File: src/core/bsf_pkg.sv
// ==========================================================================
// bit shift flag unit package
package bsf_pkg;

	// ======================================================================
	// operation codes presented on the issue port
	typedef enum logic [4:0] {
		BSF_OP_NONE       = 5'h00,
		BSF_OP_ROT_LEFT   = 5'h01,
		BSF_OP_ROT_RIGHT  = 5'h02,
		BSF_OP_ARITH_SHR  = 5'h03,
		BSF_OP_NIB_SWAP   = 5'h04,
		BSF_OP_BIT_TO_T   = 5'h05,
		BSF_OP_T_TO_BIT   = 5'h06,
		BSF_OP_FLAG_SET   = 5'h07,
		BSF_OP_FLAG_CLEAR = 5'h08,
		BSF_OP_SLEEP      = 5'h09,
		BSF_OP_WDOG_RST   = 5'h0A,
		BSF_OP_BREAK      = 5'h0B
	} bsf_op_t;

	// ======================================================================
	// status flag bit positions
	localparam logic [2:0] BSF_FLAG_C = 3'h0;
	localparam logic [2:0] BSF_FLAG_Z = 3'h1;
	localparam logic [2:0] BSF_FLAG_N = 3'h2;
	localparam logic [2:0] BSF_FLAG_V = 3'h3;
	localparam logic [2:0] BSF_FLAG_S = 3'h4;
	localparam logic [2:0] BSF_FLAG_H = 3'h5;
	localparam logic [2:0] BSF_FLAG_T = 3'h6;
	localparam logic [2:0] BSF_FLAG_I = 3'h7;

	// ======================================================================
	// reset values
	localparam logic [7:0] BSF_FLAGS_RST  = 8'h00;
	localparam logic [7:0] BSF_RESULT_RST = 8'h00;

	// ======================================================================
	// one issued instruction
	typedef struct packed {
		bsf_op_t    op;      // operation
		logic [2:0] sel;     // bit or flag index
		logic [7:0] operand; // register value
	} bsf_req_t;

	// result written back to the register file
	typedef struct packed {
		logic       we;    // register write strobe
		logic [7:0] value; // new register value
	} bsf_wb_t;

endpackage : bsf_pkg

File: src/core/bsf_unit.sv
// What this block does
// - rotate left via carry, update ZCNV
// - rotate right via carry, update ZCNV
// - arithmetic shift right keeps sign, update ZCNV
// - swap register nibbles, flags untouched
// - copy selected register bit into T
// - write T into selected register bit
// - set or clear half carry only
// - set or clear signed flag only
// - set or clear overflow flag only
// - sleep issues one cycle, flags kept
// - watchdog restart pulse, flags kept
// - break leaves flags unchanged
`timescale 1ns/1ns
`default_nettype none

module bsf_unit
	import bsf_pkg::*;
(
	// clock and reset
	input  wire logic       i_clk,
	input  wire logic       i_srst,
	// instruction issue
	input  wire logic       i_valid,
	input  wire bsf_req_t   i_req,
	// register write back
	output var  bsf_wb_t    o_wb,
	// status flags register
	output logic [7:0]      o_flags,
	// side effect strobes
	output logic            o_sleep,
	output logic            o_wdog_restart,
	output logic            o_break
);

	// ======================================================================
	// state
	logic [7:0] status_flags_register; // live flags
	logic [7:0] next_flags;            // flags after this op
	logic [7:0] next_value;            // register result
	logic       next_we;               // result valid
	logic [7:0] rd;                    // operand shorthand

	assign rd = i_req.operand;

	// ======================================================================
	// zcnv flag update shared by the shift family
	function automatic logic [7:0] shift_flags(input logic [7:0] f,
		input logic [7:0] res, input logic cout);
		logic [7:0] g;
		g = f;
		g[BSF_FLAG_C] = cout;
		g[BSF_FLAG_Z] = (res == 8'h00);
		g[BSF_FLAG_N] = res[7];
		g[BSF_FLAG_V] = res[7] ^ cout;
		return g;
	endfunction

	// ======================================================================
	// combinational execute
	always_comb begin
		next_flags = status_flags_register;
		next_value = rd;
		next_we    = 1'b0;
		if (i_valid) begin
			unique case (i_req.op)
				BSF_OP_ROT_LEFT: begin
					// carry enters bit 0, bit 7 leaves to carry
					next_value = {rd[6:0], status_flags_register[BSF_FLAG_C]};
					next_flags = shift_flags(status_flags_register,
						next_value, rd[7]);
					next_we    = 1'b1;
				end
				BSF_OP_ROT_RIGHT: begin
					// carry enters bit 7, bit 0 leaves to carry
					next_value = {status_flags_register[BSF_FLAG_C], rd[7:1]};
					next_flags = shift_flags(status_flags_register,
						next_value, rd[0]);
					next_we    = 1'b1;
				end
				BSF_OP_ARITH_SHR: begin
					// sign bit replicated
					next_value = {rd[7], rd[7:1]};
					next_flags = shift_flags(status_flags_register,
						next_value, rd[0]);
					next_we    = 1'b1;
				end
				BSF_OP_NIB_SWAP: begin
					next_value = {rd[3:0], rd[7:4]};
					next_we    = 1'b1;
				end
				BSF_OP_BIT_TO_T: begin
					next_flags[BSF_FLAG_T] = rd[i_req.sel];
				end
				BSF_OP_T_TO_BIT: begin
					next_value[i_req.sel] = status_flags_register[BSF_FLAG_T];
					next_we    = 1'b1;
				end
				BSF_OP_FLAG_SET: begin
					// named set forms are this op with a fixed index
					next_flags[i_req.sel] = 1'b1;
				end
				BSF_OP_FLAG_CLEAR: begin
					next_flags[i_req.sel] = 1'b0;
				end
				// sleep, restart and break hold flags
				BSF_OP_SLEEP, BSF_OP_WDOG_RST, BSF_OP_BREAK: begin
					next_flags = status_flags_register;
				end
				default: begin
					// idle or illegal code: nothing changes
					next_flags = status_flags_register;
				end
			endcase
		end
	end

	// ======================================================================
	// flags register
	always_ff @(posedge i_clk) begin
		if (i_srst) begin
			status_flags_register <= BSF_FLAGS_RST;
		end else begin
			status_flags_register <= next_flags;
		end
	end

	// ======================================================================
	// write back register
	always_ff @(posedge i_clk) begin
		if (i_srst) begin
			o_wb <= '{we: 1'b0, value: BSF_RESULT_RST};
		end else begin
			o_wb <= '{we: next_we, value: next_value};
		end
	end

	// ======================================================================
	// one cycle strobes for the power, watchdog and debug logic
	always_ff @(posedge i_clk) begin
		if (i_srst) begin
			o_sleep        <= 1'b0;
			o_wdog_restart <= 1'b0;
			o_break        <= 1'b0;
		end else begin
			o_sleep        <= i_valid && (i_req.op == BSF_OP_SLEEP);
			o_wdog_restart <= i_valid && (i_req.op == BSF_OP_WDOG_RST);
			o_break        <= i_valid && (i_req.op == BSF_OP_BREAK);
		end
	end

	assign o_flags = status_flags_register;

	// ======================================================================
	// checks
	a_rol_result: assert property (@(posedge i_clk) disable iff (i_srst)
		i_valid && i_req.op == BSF_OP_ROT_LEFT |=> o_wb.we &&
		o_wb.value == {$past(rd[6:0]), $past(o_flags[BSF_FLAG_C])} &&
		o_flags[BSF_FLAG_C] == $past(rd[7]))
		else $error("rotate left wrong");
	a_ror_result: assert property (@(posedge i_clk) disable iff (i_srst)
		i_valid && i_req.op == BSF_OP_ROT_RIGHT |=> o_wb.we &&
		o_wb.value == {$past(o_flags[BSF_FLAG_C]), $past(rd[7:1])} &&
		o_flags[BSF_FLAG_C] == $past(rd[0]))
		else $error("rotate right wrong");
	a_asr_sign_kept: assert property (@(posedge i_clk) disable iff (i_srst)
		i_valid && i_req.op == BSF_OP_ARITH_SHR |=>
		o_wb.value == {$past(rd[7]), $past(rd[7:1])} &&
		o_flags[BSF_FLAG_Z] == (o_wb.value == 8'h00))
		else $error("arith shift wrong");
	a_swap_flags: assert property (@(posedge i_clk) disable iff (i_srst)
		i_valid && i_req.op == BSF_OP_NIB_SWAP |=>
		$stable(o_flags) && o_wb.value == {$past(rd[3:0]), $past(rd[7:4])})
		else $error("swap wrong");
	a_bit_to_t: assert property (@(posedge i_clk) disable iff (i_srst)
		i_valid && i_req.op == BSF_OP_BIT_TO_T |=>
		o_flags[BSF_FLAG_T] == $past(rd[i_req.sel]) && !o_wb.we &&
		(o_flags[5:0] == $past(o_flags[5:0])))
		else $error("bit to transfer flag wrong");
	a_t_to_bit: assert property (@(posedge i_clk) disable iff (i_srst)
		i_valid && i_req.op == BSF_OP_T_TO_BIT |=> $stable(o_flags) &&
		o_wb.value[$past(i_req.sel)] == $past(o_flags[BSF_FLAG_T]))
		else $error("transfer flag to bit wrong");
	a_flag_set_one: assert property (@(posedge i_clk) disable iff (i_srst)
		i_valid && i_req.op == BSF_OP_FLAG_SET |=>
		o_flags == ($past(o_flags) | (8'h01 << $past(i_req.sel))))
		else $error("flag set wrong");
	a_flag_clr_one: assert property (@(posedge i_clk) disable iff (i_srst)
		i_valid && i_req.op == BSF_OP_FLAG_CLEAR |=>
		o_flags == ($past(o_flags) & ~(8'h01 << $past(i_req.sel))))
		else $error("flag clear wrong");
	a_sleep_pulse: assert property (@(posedge i_clk) disable iff (i_srst)
		i_valid && i_req.op == BSF_OP_SLEEP |=> o_sleep && $stable(o_flags)
		##1 !o_sleep || $past(i_valid && i_req.op == BSF_OP_SLEEP))
		else $error("sleep strobe wrong");
	a_wdog_pulse: assert property (@(posedge i_clk) disable iff (i_srst)
		o_wdog_restart |-> $past(i_valid && i_req.op == BSF_OP_WDOG_RST))
		else $error("restart strobe without cause");
	a_break_flags: assert property (@(posedge i_clk) disable iff (i_srst)
		i_valid && i_req.op == BSF_OP_BREAK |=> o_break && $stable(o_flags))
		else $error("break changed flags");

	c_rol_carry: cover property (@(posedge i_clk)
		i_valid && i_req.op == BSF_OP_ROT_LEFT && rd[7]);
	c_asr_neg: cover property (@(posedge i_clk)
		i_valid && i_req.op == BSF_OP_ARITH_SHR && rd == 8'h81);
	c_bst_bld: cover property (@(posedge i_clk)
		i_valid && i_req.op == BSF_OP_BIT_TO_T
		##1 i_valid && i_req.op == BSF_OP_T_TO_BIT);
	c_set_h: cover property (@(posedge i_clk)
		i_valid && i_req.op == BSF_OP_FLAG_SET && i_req.sel == BSF_FLAG_H);

endmodule : bsf_unit

`default_nettype wire

File: config.mk
export PLATFORM = sky130hd
export DESIGN_NAME = bsf_unit
export DESIGN_NICKNAME = d
export VERILOG_FILES = /design/src/core/bsf_pkg.sv /design/src/core/bsf_unit.sv
export SDC_FILE = /design/constraint.sdc
export NUM_CORES = 1
export LEC_CHECK = 0
export BUFFER_PORTS_ARGS = -buffer_cell sky130_fd_sc_hd__buf_2
export CORE_MARGIN = 10
export CORE_UTILIZATION = 30
export DETAILED_ROUTE_END_ITERATION = 10
export PLACE_DENSITY = 0.5
export SLEW_MARGIN = 30
export SYNTH_ARGS = -nofsm -noshare
export SYNTH_HDL_FRONTEND = slang
export SYNTH_SLANG_ARGS = --single-unit
File: constraint.sdc
create_clock -name i_clk -period 1.6 [get_ports i_clk]
set_input_delay 0.32 -clock i_clk [delete_from_list [all_inputs] [get_ports i_clk]]
set_output_delay 0.32 -clock i_clk [all_outputs]
set_load 0.05 [all_outputs]
==> metrics <==
I/O pins 39; initial antenna violation count 0; highest clock rate 648.5 MHz; antenna-violating nets left 0; CTS tree built; GR Util All Layers 13.13%; Register Area 401.6 µm²; CP delay by family, top simple AND/OR/NAND/NOR gates; uppermost layer routed met4; HPWL Detailed 4.434 mm; pwr/cell area 577.2 mW/mm²; number of global-route vias before repair 1840; Layout Utilization 43.32%; Die Area 0.008475 mm²; Ant. Diodes 0; Worst-path clk slew 80 ps; top cells by area, synth dfxtp_1 26%, mux2i_1 6.4%, nor2_1 5.3%, o21ai_0 4.5%, nand3_1 4.2%; via/cell ratio 5.268; Hold-fix buffers, CTS 0; total CTS buffers 3; Max Fanout on Critical Path 5; worst-path cell chain buf_2 -> or4b_4 -> a21oi_4 -> buf_4 -> nand4_1 -> mux2i_1 -> nor2_1; HP Class in2reg; RSZ-0062 raised after global routing no; Slew @ Worst Pin 400.7 ps; Worst Path Required 1750 ps; Mapped Area 0.001558 mm²; fillcell total 566; Synth Instances 212; metal3 WL 269 µm; final setup fails 0; Sink Count 20; Top FF cell, synth dfxtp_1; Setup crit start i_req[12]; final worst-path cycle share 96.38%; largest net degree at the start of global routing 15; Port Buffers 38; die height 92.06 µm; Slew HR 72.59%; Routed WL per cell 16.28 µm; Crit Reg-Reg Endpoint o_wb[7]; Starting Density 30.70%; gp weighted congestion 0.8666; area occupied by multi-input gates 0.001089 mm²; Reg2Reg Depth 5; Clock Latency Late Sink 260 ps; CP peak stage delay 580 ps; clk buf depth 2; WP buf/inv 2; final hold slack 368.9 ps; die width 92.06 µm; Async SR Flop Fraction 0%; Clock Skew 7.085 ps; share of layout cells above drive strength 1 35.23%; Startpoint Class input port; Worst Setup EP o_flags[5]; Max Slew Vio Count 0; post-synth cell types 48; yosys warns 0; Remaining Overflow, GRT 0; DR DRC count 0; status complete, no violations; DRC marker count from the first detailed-route iteration 148; number of synthesized register bits 20; CP arrival 1690 ps; number of synthesized flops with an enable pin 0; Setup Fix Bufs, Post-CTS 0; worst r2r src o_flags[6]; met2 WL post-DR 2.638 mm; syn_area_per_cell 7.348 µm²; Worst setup EP type flop; std cell rows 26; Crit Path Class in2reg; R2R setup slack 240 ps; final WL 5.715 mm; WP depth 7; P&R area growth vs syn 41.12%; minimum clock period 1542 ps; Post-Syn Nets 232; Initial DRT Pass Iterations 4; # nets final 303; Slowest-stage cell, CP or4b_4; Synth top area share 25.70%; Final Power 1.269 mW; Leak 0.9579 nW; Peak VDD IR 0.2643 mV; total vias in the final route 1849; sequential share of the synthesized area 25.70%; Synth area leader dfxtp_1; H-tree levels 1; core box area 0.005075 mm²; first-pass GRT wire length 9.370 mm; Fin. Hold Viols 0; M1 WL 2.770 mm; max capacitance violation total 0; CTS root buf clkbuf_8
[report_power, final]
| part | switching, mW | internal (mW) | total (mW) | leakage (nW) |
|---|---|---|---|---|
| logic | 0.251 | 0.163 | 0.414 | 0.772 |
| registers | 0.00513 | 0.515 | 0.520 | 0.164 |
| clock network | 0.167 | 0.168 | 0.334 | 0.0216 |
| total | 0.423 | 0.846 | 1.27 | 0.958 |
[timing repair]
item                                    4_1_cts  5_1_grt
endpoints found under the setup margin        0        8
endpoints found under the hold margin         0        0
resized for setup                             0        5
[flip-flops by register name (all words and copies together), names as in the netlist, named ones only]
register and flops:
o_flags 7, o_break 1, o_wb 9, o_sleep 1
o_wdog_restart 1
[tightest hold or removal path: stages]
cell    delay [ps]
buf_2          110
buf_4          120
nor3_1          40
[through the flow]
step	cell area (µm²)	TNS [ps]	setup slack, ps	std cells
5_1_grt	2198	0	0.4943	351
4_1_cts	2186	0	17.97	351
3_5_place_dp	2145	-2497	-260.3	348
3_3_place_gp	2145	-2457	-246.9	348
2_1_floorplan	1568	-64.22	-64.22	212
6_report	2198	0	57.88	351
[layout by cell type, fill, tap and decap left out, types with 3 or more instances in the layout]
master	Yosys	final
dfxtp_1	20	19
nand2_1	17	17
nand2b_1	5	5
a32oi_1	6	6
nor2_1	22	22
nand3b_1	6	6
mux2i_1	10	10
buf_2	5	38
a22o_1	3	3
nor3_1	4	4
nor4_1	3	3
nand4_1	5	5
a21oi_1	10	10
a31oi_1	3	3
clkbuf_8	0	3
nor3b_1	5	5
buf_4	0	44
o22ai_1	6	6
nor2b_1	9	9
nand3_1	13	13
o21ai_0	14	13
[final cells by class]
cell class | count | area share (%)
multi-input combinational | 171 | 49.52
timing repair buffer | 85 | 26.01
sequential | 20 | 18.27
tap | 70 | 3.984
clock buffer | 3 | 1.878
inverter | 2 | 0.3415
[synthesized netlist by cell type (6+ instances only)]
cell type and n:
nand3b_1 6, o22ai_1 6, a21oi_1 10, nor2_1 22, a32oi_1 6, dfxtp_1 20, mux2i_1 10, nand2_1 17
o21ai_0 14, nor2b_1 9, clkbuf_1 11, nand3_1 13
[how the worst min path moves through the flow]
stage                     startpoint    endpoint  cells past startpoint
after floorplan             i_req[2]     o_wb[2]                      2
after global placement    o_flags[2]  o_flags[2]                      2
after detailed placement  o_flags[2]  o_flags[2]                      2
after CTS                  i_req[12]     o_sleep                      3
after global routing       i_req[12]     o_sleep                      3
final                      i_req[12]     o_sleep                      3
[per-layer routing]
| metal | up-vias | track usage [%] |
|---|---|---|
| li1 | 930 | - |
| met1 | 875 | 17.78 |
| met5 | - | 0 |
| met3 | 2 | 2.119 |
| met4 | 0 | 3.085 |
| met2 | 42 | 21.12 |
[cell families after synthesis]
logic type      share of synthesized area [%]
mux                                     6.426
flops                                   25.70
simple gates                            35.10
compound gates                          26.51
buf+inv                                 5.462
fa+ha+maj                              0.8031
Note: power is estimated with default switching activity, not from simulation.
